==> config.mk <==
export PLATFORM = sky130hd
export DESIGN_NAME = tsf_status_top
export DESIGN_NICKNAME = d
export VERILOG_FILES = /design/src/hdl/tsf_pkg.sv /design/src/hdl/tsf_flag_bank.sv /design/src/hdl/tsf_status_top.sv
export VERILOG_INCLUDE_DIRS = /design/src /design/src/hdl
export SDC_FILE = /design/constraint.sdc
export NUM_CORES = 1
export LEC_CHECK = 0
export BUFFER_PORTS_ARGS = -buffer_cell sky130_fd_sc_hd__buf_2
export CAP_MARGIN = 20
export CORE_ASPECT_RATIO = 2
export CORE_MARGIN = 5
export CORE_UTILIZATION = 45
export CTS_BUF_LIST = sky130_fd_sc_hd__clkbuf_8
export DETAILED_ROUTE_END_ITERATION = 12
export PLACE_DENSITY = 0.87
export SLEW_MARGIN = 5
export SYNTH_ARGS = -nofsm -noshare
export SYNTH_HDL_FRONTEND = slang
export SYNTH_SLANG_ARGS = --single-unit
==> constraint.sdc <==
create_clock -name aclk -period 1.6 [get_ports aclk]
set_input_delay 0.32 -clock aclk [delete_from_list [all_inputs] [get_ports aclk]]
set_output_delay 0.32 -clock aclk [all_outputs]
set_load 0.03 [all_outputs]
==> src/hdl/tsf_consts.svh <==
// Constants for the timer channel 3/4/5 status flag bank
// Notes on behaviour
// Ch3 register: wrap bit 4, D..A bits 3..0
// Ch4/5 register: wrap4 7, D..A 6..3, ch5 2..0
// Ch3 counter FFFF to 0000 sets ch3 wrap
// Ch4 counter FFFF to 0000 sets ch4 wrap
// Ch3 capture into capture-mode register sets flag
// Ch3 compare match in compare mode sets flag
// Ch4 capture into capture-mode register sets flag
// Ch4 compare match in compare mode sets flag
// Clear only by read-as-one then write zero
// Writing one to a flag does nothing
// Ch3 register upper bits read zero
// Software writes zeros to ch3 upper bits
// All flags read zero after reset
// Ch5 counter FFFF to 0000 sets ch5 wrap
// Ch5 capture or compare match sets flag
// Set in clearing cycle keeps flag set
`ifndef TSF_CONSTS_SVH
`define TSF_CONSTS_SVH

`define TSF_ADDR_W        5
`define TSF_OFF_CH3       5'h00
`define TSF_OFF_CH45      5'h04
`define TSF_OFF_MODE      5'h08
`define TSF_OFF_IRQ_STAT  5'h0C
`define TSF_OFF_IRQ_MASK  5'h10

`define TSF_CNT_W         16
`define TSF_CNT_MAX       16'hFFFF
`define TSF_CNT_ZERO      16'h0000
`define TSF_N_GR          10
`define TSF_CH4_FIRST     4
`define TSF_CH5_FIRST     8

`define TSF_CH3_W         5
`define TSF_CH45_W        8
`define TSF_IRQ_W         13
`define TSF_CH3_WRAP_BIT  4
`define TSF_CH4_WRAP_BIT  7
`define TSF_CH5_WRAP_BIT  2

`define TSF_FLAG_RST      1'b0
`define TSF_MODE_RST      10'h000
`define TSF_IRQ_RST       13'h0000
`define TSF_DATA_RST      32'h0000_0000
`define TSF_RESP_OKAY     2'h0
`define TSF_RESP_SLVERR   2'h2

`endif

==> src/hdl/tsf_pkg.sv <==
// Types for the timer channel 3/4/5 status flag bank
package tsf_pkg;
   typedef enum logic [1:0] {
      tsf_w_collect = 2'b01,
      tsf_w_resp    = 2'b10
   } tsf_wr_state_type;

   typedef enum logic [1:0] {
      tsf_r_idle = 2'b01,
      tsf_r_data = 2'b10
   } tsf_rd_state_type;
endpackage

==> src/hdl/tsf_flag_bank.sv <==
// Sticky flag bank, armed by a read, cleared by a zero write
`timescale 1ns/1ps
`include "tsf_consts.svh"
module tsf_flag_bank #(
   parameter int WIDTH = 8
) (
   input  wire logic             aclk,
   input  wire logic             aresetn,
   input  wire logic [WIDTH-1:0] set_evt,
   input  wire logic             rd_take,
   input  wire logic             wr_take,
   input  wire logic [WIDTH-1:0] wr_bits,
   output logic      [WIDTH-1:0] flags
);
   logic [WIDTH-1:0] armed;
   logic [WIDTH-1:0] clr_ok;

   genvar i;
   generate
      for (i = 0; i < WIDTH; i++) begin : g_bit
         assign clr_ok[i] = wr_take && !wr_bits[i] && armed[i];

         always_ff @(posedge aclk) begin
            if (!aresetn) begin
               flags[i] <= `TSF_FLAG_RST;
            end else if (set_evt[i]) begin
               flags[i] <= 1'b1;
            end else if (clr_ok[i]) begin
               flags[i] <= 1'b0;
            end
         end

         // Arm holds the value seen by the last read, cleared by a write that has no read in the same cycle
         always_ff @(posedge aclk) begin
            if (!aresetn) begin
               armed[i] <= 1'b0;
            end else if (rd_take) begin
               armed[i] <= flags[i];
            end else if (wr_take) begin
               armed[i] <= 1'b0;
            end
         end

      end
   endgenerate
endmodule

==> src/hdl/tsf_status_top.sv <==
// Timer channel 3/4/5 status flags behind an AXI4-Lite slave
//
// The register offsets and the AXI4-Lite slave port are this design's own decisions.
`timescale 1ns/1ps
`include "tsf_consts.svh"
module tsf_status_top (
   input  wire logic                    aclk,
   input  wire logic                    aresetn,
   input  wire logic [`TSF_ADDR_W-1:0]  awaddr,
   input  wire logic [2:0]              awprot,
   input  wire logic                    awvalid,
   output logic                         awready,
   input  wire logic [31:0]             wdata,
   input  wire logic [3:0]              wstrb,
   input  wire logic                    wvalid,
   output logic                         wready,
   output logic [1:0]                   bresp,
   output logic                         bvalid,
   input  wire logic                    bready,
   input  wire logic [`TSF_ADDR_W-1:0]  araddr,
   input  wire logic [2:0]              arprot,
   input  wire logic                    arvalid,
   output logic                         arready,
   output logic [31:0]                  rdata,
   output logic [1:0]                   rresp,
   output logic                         rvalid,
   input  wire logic                    rready,
   input  wire logic [`TSF_CNT_W-1:0]   ch3_counter,
   input  wire logic [`TSF_CNT_W-1:0]   ch4_counter,
   input  wire logic [`TSF_CNT_W-1:0]   ch5_counter,
   input  wire logic [`TSF_CNT_W-1:0]   ch3_general_reg_a,
   input  wire logic [`TSF_CNT_W-1:0]   ch3_general_reg_b,
   input  wire logic [`TSF_CNT_W-1:0]   ch3_general_reg_c,
   input  wire logic [`TSF_CNT_W-1:0]   ch3_general_reg_d,
   input  wire logic [`TSF_CNT_W-1:0]   ch4_general_reg_a,
   input  wire logic [`TSF_CNT_W-1:0]   ch4_general_reg_b,
   input  wire logic [`TSF_CNT_W-1:0]   ch4_general_reg_c,
   input  wire logic [`TSF_CNT_W-1:0]   ch4_general_reg_d,
   input  wire logic [`TSF_CNT_W-1:0]   ch5_general_reg_a,
   input  wire logic [`TSF_CNT_W-1:0]   ch5_general_reg_b,
   input  wire logic [`TSF_N_GR-1:0]    capture_strobe,
   output logic [`TSF_CH3_W-1:0]        timer_ch3_status,
   output logic [`TSF_CH45_W-1:0]       timer_ch4_ch5_status,
   output logic                         irq
);
   tsf_pkg::tsf_wr_state_type  wr_state;
   tsf_pkg::tsf_rd_state_type  rd_state;
   logic                       aw_full;
   logic                       w_full;
   logic [`TSF_ADDR_W-1:0]     wr_addr;
   logic [31:0]                wr_data;
   logic [3:0]                 wr_strb;
   logic [`TSF_ADDR_W-1:0]     wr_word;
   logic [`TSF_ADDR_W-1:0]     rd_word;
   logic [31:0]                wr_mask;
   logic                       wr_go;
   logic                       wr_ch3;
   logic                       wr_ch45;
   logic                       wr_mode;
   logic                       wr_istat;
   logic                       wr_imask;
   logic                       wr_hit;
   logic                       rd_go;
   logic                       rd_is_ch3;
   logic [31:0]                next_rdata;
   logic [1:0]                 next_rresp;
   logic [`TSF_N_GR-1:0]       mode;
   logic [`TSF_IRQ_W-1:0]      irq_status;
   logic [`TSF_IRQ_W-1:0]      irq_mask;
   logic [`TSF_IRQ_W-1:0]      irq_events;
   logic [`TSF_CNT_W-1:0]      ch3_prev;
   logic [`TSF_CNT_W-1:0]      ch4_prev;
   logic [`TSF_CNT_W-1:0]      ch5_prev;
   logic                       ch3_wrap_flag_set;
   logic                       ch4_wrap_flag_set;
   logic                       ch5_wrap_flag_set;
   logic [`TSF_CNT_W-1:0]      gr_val [`TSF_N_GR];
   logic [`TSF_N_GR-1:0]       eq_now;
   logic [`TSF_N_GR-1:0]       eq_prev;
   logic [`TSF_N_GR-1:0]       gr_evt;
   logic [`TSF_N_GR-1:0]       gr_flag;
   logic [`TSF_CH3_W-1:0]      ch3_set;
   logic [`TSF_CH45_W-1:0]     ch45_set;
   // Write channel: address and data may arrive in either order
   assign wr_go    = (wr_state == tsf_pkg::tsf_w_collect) && aw_full && w_full;
   assign wr_word  = {wr_addr[`TSF_ADDR_W-1:2], 2'b00};
   assign wr_mask  = {{8{wr_strb[3]}}, {8{wr_strb[2]}}, {8{wr_strb[1]}}, {8{wr_strb[0]}}};
   assign wr_ch3   = wr_go && (wr_word == `TSF_OFF_CH3);
   assign wr_ch45  = wr_go && (wr_word == `TSF_OFF_CH45);
   assign wr_mode  = wr_go && (wr_word == `TSF_OFF_MODE);
   assign wr_istat = wr_go && (wr_word == `TSF_OFF_IRQ_STAT);
   assign wr_imask = wr_go && (wr_word == `TSF_OFF_IRQ_MASK);
   assign wr_hit   = wr_ch3 | wr_ch45 | wr_mode | wr_istat | wr_imask;

   always_ff @(posedge aclk) begin
      if (!aresetn) begin
         aw_full <= 1'b0;
         awready <= 1'b1;
         wr_addr <= '0;
      end else if (awvalid && awready) begin
         aw_full <= 1'b1;
         awready <= 1'b0;
         wr_addr <= awaddr;
      end else if (bvalid && bready) begin
         aw_full <= 1'b0;
         awready <= 1'b1;
      end
   end

   always_ff @(posedge aclk) begin
      if (!aresetn) begin
         w_full  <= 1'b0;
         wready  <= 1'b1;
         wr_data <= `TSF_DATA_RST;
         wr_strb <= 4'h0;
      end else if (wvalid && wready) begin
         w_full  <= 1'b1;
         wready  <= 1'b0;
         wr_data <= wdata;
         wr_strb <= wstrb;
      end else if (bvalid && bready) begin
         w_full  <= 1'b0;
         wready  <= 1'b1;
      end
   end

   always_ff @(posedge aclk) begin
      if (!aresetn) begin
         wr_state <= tsf_pkg::tsf_w_collect;
         bvalid   <= 1'b0;
         bresp    <= `TSF_RESP_OKAY;
      end else begin
         unique case (wr_state)
            tsf_pkg::tsf_w_collect: begin
               if (wr_go) begin
                  bvalid   <= 1'b1;
                  bresp    <= wr_hit ? `TSF_RESP_OKAY : `TSF_RESP_SLVERR;
                  wr_state <= tsf_pkg::tsf_w_resp;
               end
            end
            tsf_pkg::tsf_w_resp: begin
               if (bready) begin
                  bvalid   <= 1'b0;
                  wr_state <= tsf_pkg::tsf_w_collect;
               end
            end
         endcase
      end
   end

   // Read channel: data registered one cycle after the address
   assign rd_go   = (rd_state == tsf_pkg::tsf_r_idle) && arvalid;
   assign rd_word = {araddr[`TSF_ADDR_W-1:2], 2'b00};

   always_comb begin
      next_rdata = `TSF_DATA_RST;
      next_rresp = `TSF_RESP_OKAY;
      case (rd_word)
         `TSF_OFF_CH3:      next_rdata = {27'h0000000, timer_ch3_status};
         `TSF_OFF_CH45:     next_rdata = {24'h000000, timer_ch4_ch5_status};
         `TSF_OFF_MODE:     next_rdata = {22'h000000, mode};
         `TSF_OFF_IRQ_STAT: next_rdata = {19'h00000, irq_status};
         `TSF_OFF_IRQ_MASK: next_rdata = {19'h00000, irq_mask};
         default:           next_rresp = `TSF_RESP_SLVERR;
      endcase
   end

   always_ff @(posedge aclk) begin
      if (!aresetn) begin
         rd_state  <= tsf_pkg::tsf_r_idle;
         arready   <= 1'b1;
         rvalid    <= 1'b0;
         rdata     <= `TSF_DATA_RST;
         rresp     <= `TSF_RESP_OKAY;
         rd_is_ch3 <= 1'b0;
      end else begin
         unique case (rd_state)
            tsf_pkg::tsf_r_idle: begin
               if (arvalid) begin
                  arready   <= 1'b0;
                  rvalid    <= 1'b1;
                  rdata     <= next_rdata;
                  rresp     <= next_rresp;
                  rd_is_ch3 <= (rd_word == `TSF_OFF_CH3);
                  rd_state  <= tsf_pkg::tsf_r_data;
               end
            end
            tsf_pkg::tsf_r_data: begin
               if (rready) begin
                  rvalid   <= 1'b0;
                  arready  <= 1'b1;
                  rd_state <= tsf_pkg::tsf_r_idle;
               end
            end
         endcase
      end
   end

   // Capture/compare select, 1 = capture
   always_ff @(posedge aclk) begin
      if (!aresetn) begin
         mode <= `TSF_MODE_RST;
      end else if (wr_mode) begin
         mode <= (mode & ~wr_mask[`TSF_N_GR-1:0])
                 | (wr_data[`TSF_N_GR-1:0] & wr_mask[`TSF_N_GR-1:0]);
      end
   end

   // Counter history for wrap detection
   always_ff @(posedge aclk) begin
      ch3_prev <= ch3_counter;
      ch4_prev <= ch4_counter;
      ch5_prev <= ch5_counter;
   end
   assign ch3_wrap_flag_set = (ch3_prev == `TSF_CNT_MAX) && (ch3_counter == `TSF_CNT_ZERO);
   assign ch4_wrap_flag_set = (ch4_prev == `TSF_CNT_MAX) && (ch4_counter == `TSF_CNT_ZERO);
   assign ch5_wrap_flag_set = (ch5_prev == `TSF_CNT_MAX) && (ch5_counter == `TSF_CNT_ZERO);
   assign gr_val[0] = ch3_general_reg_a;
   assign gr_val[1] = ch3_general_reg_b;
   assign gr_val[2] = ch3_general_reg_c;
   assign gr_val[3] = ch3_general_reg_d;
   assign gr_val[4] = ch4_general_reg_a;
   assign gr_val[5] = ch4_general_reg_b;
   assign gr_val[6] = ch4_general_reg_c;
   assign gr_val[7] = ch4_general_reg_d;
   assign gr_val[8] = ch5_general_reg_a;
   assign gr_val[9] = ch5_general_reg_b;
   genvar g;
   generate
      for (g = 0; g < `TSF_N_GR; g++) begin : g_gr
         logic [`TSF_CNT_W-1:0] cnt_sel;
         if (g < `TSF_CH4_FIRST) begin : g_c3
            assign cnt_sel = ch3_counter;
         end else if (g < `TSF_CH5_FIRST) begin : g_c4
            assign cnt_sel = ch4_counter;
         end else begin : g_c5
            assign cnt_sel = ch5_counter;
         end
         assign eq_now[g] = (cnt_sel == gr_val[g]);
         // Match is flagged once as the counter reaches the value
         assign gr_evt[g] = mode[g] ? capture_strobe[g]
                                    : (eq_now[g] && !eq_prev[g]);

         always_ff @(posedge aclk) begin
            if (!aresetn) begin
               eq_prev[g] <= 1'b0;
            end else begin
               eq_prev[g] <= eq_now[g];
            end
         end

      end
   endgenerate

   assign ch3_set  = {ch3_wrap_flag_set, gr_evt[3:0]};
   assign ch45_set = {ch4_wrap_flag_set, gr_evt[7:4], ch5_wrap_flag_set, gr_evt[9:8]};
   assign gr_flag  = {timer_ch4_ch5_status[1:0], timer_ch4_ch5_status[6:3], timer_ch3_status[3:0]};

   tsf_flag_bank #(
      .WIDTH(`TSF_CH3_W)
   ) u_ch3 (
      .aclk    (aclk),
      .aresetn (aresetn),
      .set_evt (ch3_set),
      .rd_take (rd_go && (rd_word == `TSF_OFF_CH3)),
      .wr_take (wr_ch3 && wr_strb[0]),
      .wr_bits (wr_data[`TSF_CH3_W-1:0]),
      .flags   (timer_ch3_status)
   );

   tsf_flag_bank #(
      .WIDTH(`TSF_CH45_W)
   ) u_ch45 (
      .aclk    (aclk),
      .aresetn (aresetn),
      .set_evt (ch45_set),
      .rd_take (rd_go && (rd_word == `TSF_OFF_CH45)),
      .wr_take (wr_ch45 && wr_strb[0]),
      .wr_bits (wr_data[`TSF_CH45_W-1:0]),
      .flags   (timer_ch4_ch5_status)
   );

   // Interrupt status: write one to clear, a new event wins
   assign irq_events = {ch3_set, ch45_set};
   always_ff @(posedge aclk) begin
      if (!aresetn) begin
         irq_status <= `TSF_IRQ_RST;
      end else if (wr_istat) begin
         irq_status <= (irq_status & ~(wr_data[`TSF_IRQ_W-1:0] & wr_mask[`TSF_IRQ_W-1:0]))
                       | irq_events;
      end else begin
         irq_status <= irq_status | irq_events;
      end
   end

   always_ff @(posedge aclk) begin
      if (!aresetn) begin
         irq_mask <= `TSF_IRQ_RST;
      end else if (wr_imask) begin
         irq_mask <= (irq_mask & ~wr_mask[`TSF_IRQ_W-1:0])
                     | (wr_data[`TSF_IRQ_W-1:0] & wr_mask[`TSF_IRQ_W-1:0]);
      end
   end

   always_ff @(posedge aclk) begin
      if (!aresetn) begin
         irq <= 1'b0;
      end else begin
         irq <= |(irq_status & irq_mask);
      end
   end
endmodule

==> results of run 1 <==
power by group through the flow:
stage,Sequential [uW],Combinational [uW],Clock [uW]
detailed placement,4340,1390,0
CTS,4240,1400,2760
global placement,4330,1350,0
finish,4250,1410,2700
global route,4260,1530,2950
floorplan,4350,756,0
layer usage:
metal | share of wire [%] | vias up
met3 | 5.2 | 110
met5 | 0.026 | -
met4 | 7.5 | 2
met1 | 35 | 3619
li1 | - | 3732
met2 | 52 | 330
stage by stage:
step	setup TNS (ps)	hold slack, ps
after detailed placement	-3420	455
after global placement	-2840	450
after global routing	-519	9.20
final	-168	43.6
after floorplan	-141	348
after CTS	-70.2	15.6
cell families after synthesis:
family | Yosys count | share of synthesized area [%]
other | 1 | 0.0454
xor gates and xnor gates | 160 | 17.0
buffers and inverters | 98 | 5.79
DFF | 162 | 39.3
muxes | 34 | 4.29
and+or+nand+nor | 318 | 22.0
AOI/OAI and AO/OA | 134 | 11.6
worst max path at each step:
stage	to	slack [ps]
floorplan	u_ch45.armed[2]	-70
global placement	u_ch45.flags[0]	-210
detailed placement	irq_status[6]	-190
CTS	u_ch45.armed[1]	-20
global route	u_ch45.armed[5]	-70
finish	u_ch45.armed[1]	-30
final cells by class:
cell class	count	area share [%]
clock inverters	14	1.01
flip-flops and latches	162	30.9
inverters	17	0.607
clock buffers	18	2.35
repair buffers	341	18.2
multi-input cells	667	44.2
diodes	5	0.119
well taps	216	2.57
cell usage after synthesis, types with 10 or more instances:
| cell | number |
|---|---|
| nand4_1 | 26 |
| and2_1 | 11 |
| nand3_1 | 28 |
| a22oi_1 | 10 |
| dfxtp_1 | 162 |
| nor4_1 | 38 |
| xor2_1 | 150 |
| o21ai_0 | 34 |
| nor3_1 | 10 |
| xnor2_1 | 10 |
| nor2b_1 | 31 |
| o221ai_1 | 20 |
| inv_1 | 17 |
| clkbuf_1 | 38 |
| nor2_1 | 27 |
| a21boi_0 | 34 |
| buf_2 | 13 |
| nand3b_1 | 18 |
| or4b_1 | 11 |
| buf_4 | 21 |
| nand2_1 | 87 |
| mux2i_1 | 32 |
what timing repair did:
action / in CTS / in global routing
buffers inserted: 4 / 2
pin swaps: 0 / 2
endpoints found under the setup margin: 14 / 35
cloned: 1 / 0
gates resized for setup: 6 / 13
critical path, delay by kind of cell, from the launching register on:
family,cells,cell delay (ps)
compound gates,1,150
flops,1,350
buf+inv,1,170
simple gates,3,840
==> reports/metrics.yaml, run 1 <==
outcome:
  status: "finished, violations left"
  violations: "setup timing"
finish:
  area_delta_synth_final_pct: 27.5
  stdcell_area_um2: 10500
  drive_above_1_share_pct: 32.9
  fin_util_pct: 57.7
  layout_common_cells: "279 x buf_2, 157 x dfxtp_1, 150 x xor2_1"
  nFillCells: 1642
  instances_no_fill: 1440
  fin_nets: 1483
  seq_area_um2: 3250
  final_common_cell: "buf_2"
  multi_input_area_um2: 4650
logic_synthesis:
  async_flop_share_pct: 0
  ys_seq_area_share_pct: 39.3
  syn-mean-instance-area_um2: 9.10
  syn-instance-count: 907
  yosys-top-cells-area: "dfxtp_1 39%, xor2_1 16%, nand2_1 4.0%"
  synthFlopType: "dfxtp_1"
  yosysTopAreaCellShare_pct: 39.3
  yosys.cell_types.count: 50
  synth_enable_flop_cells: 0
  yosys_register_bits: 162
  synth_top_cell_by_area: "dfxtp_1"
  yosysWarnings: 0
  synth.cell_area_um2: 8250
floorplanning:
  dieArea_um2: 21300
  fp.dieW_um: 106
  floorplan.initialDensity_pct: 45.3
  fp.coreArea_um2: 18200
  num_rows: 70
  die_height_um: 202
  ios: 332
sta:
  finalHoldViolations: 0
  post-route-period-util_pct: 102
  skew_ps: 15.7
  setup_viol: 7
  fmax_mhz: 614
  layout_min_cycle_time_ps: 1630
  setup_ws_ps: -28.9
  drv_slew: 0
  rsz0062_at_grt: "true"
global_route:
  use_met3_pct: 4.30
  grt_util_met2_pct: 44.7
  overflow: 0
  grt_antenna_before_repair: 6
  grt_pass1_wl_um: 41400
  track_usage_pct: 24.8
  grt_pass1_vias: 8116
  grt_max_degree: 57
  grtUsageMet1_pct: 24.8
  grt_busiest_layer: "met2"
critical_path:
  cpPeakStageDelay_ps: 530
  r2r_cells: 5
  critical_path.startpoint: "rvalid"
  path_cells: "nand3b_4, or4b_4, buf_6, and3_4, o21a_1"
  critPathRequiredTime_ps: 1940
  worstPathMaxFanout: 7
  cpMaxStageDelayCell: "or4b_4"
  crit_arrival_ps: 1970
  worstSetupPathType: "register to register"
  r2r_end: "u_ch45.armed[1]"
  start_kind: "register"
  cp-end-kind: "register"
  worstReg2RegStart: "rvalid"
  reg2reg_slack_ps: -30
cts:
  clk_pin_slew_worst_paths_ps: 100
  cts.sinks: 162
  hold_buffers: 0
  cts_made_buffers: 17
  h-tree-depth: 4
  clock_latency_ps: 450
  cts_root_buffer: "clkbuf_8"
  clock_path_buffers: 2
  tritoncts: "built"
power_and_ir_drop:
  power.leakage_uw: 0.00458
  switching_share_pct: 29.2
  pwr_density_cell_nw_per_um2: 794
  clockPowerShare_pct: 32.3
  power.switching_uw: 2440
  power_uw: 8350
  seq_power_share_pct: 50.8
  ir_worst_vdd_mv: 0.433
  cellInternalPower_uw: 5910
  power_frac_comb_pct: 16.8
placed_design:
  place_hpwl_um: 22000
  pre_cts_ws_ps: -191
  port_buffers: 279
  placed_cell_area_um2: 10000
  gp_congestion: 0.915
  dp.cells: 1396
detailed_routing:
  vias: 7793
  first_pass_iters: 5
  vias_per_cell: 5.41
  antenna_left: 0
  drc: 0
  postRouteWirelength_um: 26800
  first_iter_violations: 295
  wl_per_cell_um: 18.6
hold_path:
  min_to: "ch5_prev[1]"
  min_path_type: "input port to register"
  holdPathStages: 1
  hold_start: "ch5_counter[1]"
run:
  maxCapViolCount: 0
(Power assumes the default switching activity.)
==> inputs of run 2 (changes only) <==
MAX_ROUTING_LAYER = met4   (was default)
==> run 2 against run 1 <==
The flow now finishes without violations. Combinational power is 3% lower. First-iteration DRC count is 13% lower. Global-route usage decreased by 0.66 points. Register-to-register slack better by 40 ps. Setup slack gained 38 ps. Worst hold slack got worse by 4.8 ps. Count of clock-buffer cells in the layout down 1. Maximum frequency is 2.4% higher. Flip-flop and latch count unchanged. Utilization shrank 0.56 points. Critical path type unchanged.
==> reports/metrics.yaml, run 2 (same netlist as run 1, synthesis figures left out) <==
global_route:
  grt_pass1_wl_um: 39400  # was 41400 um
  grt_util_met2_pct: 44.2  # was 44.7%
  grt_busiest_layer: "met2"  # unchanged
  use_met3_pct: 3.11  # was 4.30%
  overflow: 0  # unchanged
  track_usage_pct: 24.1  # was 24.8%
  grt_pass1_vias: 7862  # was 8116
  grt_antenna_before_repair: 3  # was 6
  grtUsageMet1_pct: 23.8  # was 24.8%
  grt_max_degree: 42  # was 57
cts:
  clock_path_buffers: 2  # unchanged
  tritoncts: "built"  # unchanged
  clock_latency_ps: 450  # about the same
  clk_pin_slew_worst_paths_ps: 90  # was 100 ps
  hold_buffers: 0  # unchanged
  cts.sinks: 162  # unchanged
  cts_made_buffers: 17  # unchanged
  cts_root_buffer: "clkbuf_8"  # unchanged
  h-tree-depth: 4  # unchanged
finish:
  fin_nets: 1477  # was 1483
  seq_area_um2: 3250  # about the same
  final_common_cell: "buf_2"  # unchanged
  area_delta_synth_final_pct: 26.2  # was 27.5%
  drive_above_1_share_pct: 32.1  # was 32.9%
  multi_input_area_um2: 4620  # was 4650 um^2
  layout_common_cells: "279 x buf_2, 158 x dfxtp_1, 150 x xor2_1"  # was 279 x buf_2, 157 x dfxtp_1, 150 x xor2_1
  nFillCells: 1625  # was 1642
  instances_no_fill: 1432  # was 1440
  stdcell_area_um2: 10400  # was 10500 um^2
sta:
  drv_slew: 0  # unchanged
  tightestPinTransition_ps: 487
  finalHoldViolations: 0  # unchanged
  layout_min_cycle_time_ps: 1590  # was 1630 ps
  setup_ws_ps: 9.45  # was -28.9 ps
  tns_ps: 0  # was -168 ps
  worst_hold_slack_ps: 38.8  # was 43.6 ps
  skew_ps: 10.9  # was 15.7 ps
  rsz0062_at_grt: "true"  # unchanged
  setup_viol: 0  # was 7
  post-route-period-util_pct: 99.4  # was 102%
  fmax_mhz: 629  # was 614 MHz
  slew_headroom_pct: 67.2
detailed_routing:
  vias: 7695  # was 7793
  first_pass_iters: 6  # was 5
  drc: 0  # unchanged
  first_iter_violations: 256  # was 295
  antenna_left: 0  # unchanged
  postRouteWirelength_um: 25700  # was 26800 um
  vias_per_cell: 5.37  # was 5.41
  wl_per_cell_um: 17.9  # was 18.6 um
floorplanning:
  fp.dieW_um: 106  # unchanged
  num_rows: 70  # unchanged
  floorplan.initialDensity_pct: 45.3  # unchanged
  ios: 332  # unchanged
  fp.coreArea_um2: 18200  # unchanged
  dieArea_um2: 21300  # unchanged
  die_height_um: 202  # unchanged
run:
  maxCapViolCount: 0  # unchanged
critical_path:
  start_kind: "register"  # unchanged
  cp-end-kind: "register"  # unchanged
  worstPathMaxFanout: 14  # was 7
  critPathRequiredTime_ps: 1940  # about the same
  worstSetupPathType: "register to register"  # unchanged
  crit_arrival_ps: 1930  # was 1970 ps
placed_design:
  place_hpwl_um: 21600  # was 22000 um
  gp_congestion: 0.938  # was 0.915
  dp.cells: 1393  # was 1396
  placed_cell_area_um2: 9990  # was 10000 um^2
  port_buffers: 279  # unchanged
  pre_cts_ws_ps: -197  # was -191 ps
outcome:
  status: "completed"  # was finished, violations left
power_and_ir_drop:
  ir_worst_vdd_mv: 0.433  # about the same
  pwr_density_cell_nw_per_um2: 803  # was 794 nW/um^2
  power.leakage_uw: 0.00456  # was 0.00458 uW
hold_path:
  min_path_type: "input port to register"  # unchanged
run 2: worst paths after layout:
check | start | endpoint | slack (ps) | cells past startpoint
worst max-delay path | rvalid | u_ch45.armed[4] | 9 | 5
worst min-delay path | ch5_counter[6] | ch5_prev[6] | 40 | 1
worst max register to register | rvalid | u_ch45.armed[4] | 9 | 5
worst min register to register | rdata[6] | rdata[6] | 460 | 2
run 2: timing repair:
action,in CTS,in global routing
resized for setup,3,3
setup buffers,2,2
endpoints found under the setup margin,8,26
run 2: final cells by class:
class / instances / share of cell area [%]
diodes: 3 / 0.0721
inverters: 17 / 0.612
well taps: 216 / 2.59
multi-input cells: 667 / 44.3
flip-flops and latches: 162 / 31.2
clock inverters: 15 / 1.27
clock buffers: 17 / 2.25
repair buffers: 335 / 17.6
run 2: critical path, cell delays in order, from the launching register on:
cell and delay [ps]:
dfxtp_4 350, nand3b_4 150, or4b_4 490, buf_6 170, and3_1 160, o21a_1 160
run 2: power breakdown:
group	switching, uW	internal [uW]
sequential	91.3	4150
clock	1510	1240
combinational	763	608
total	2370	6000
run 2: layer usage:
layer | wire length [um] | vias to the layer above
li1 | - | 3720
met1 | 9190 | 3603
met2 | 14000 | 290
met3 | 1130 | 82
met4 | 1340 | 0
met5 | 0 | -
run 2: metrics by stage:
step	util, %	power, uW
after global routing	57.2	8750
after floorplan	-	5100
final	57.2	8370
after global placement	54.9	5660
after detailed placement	54.9	5700
after CTS	57.0	8440
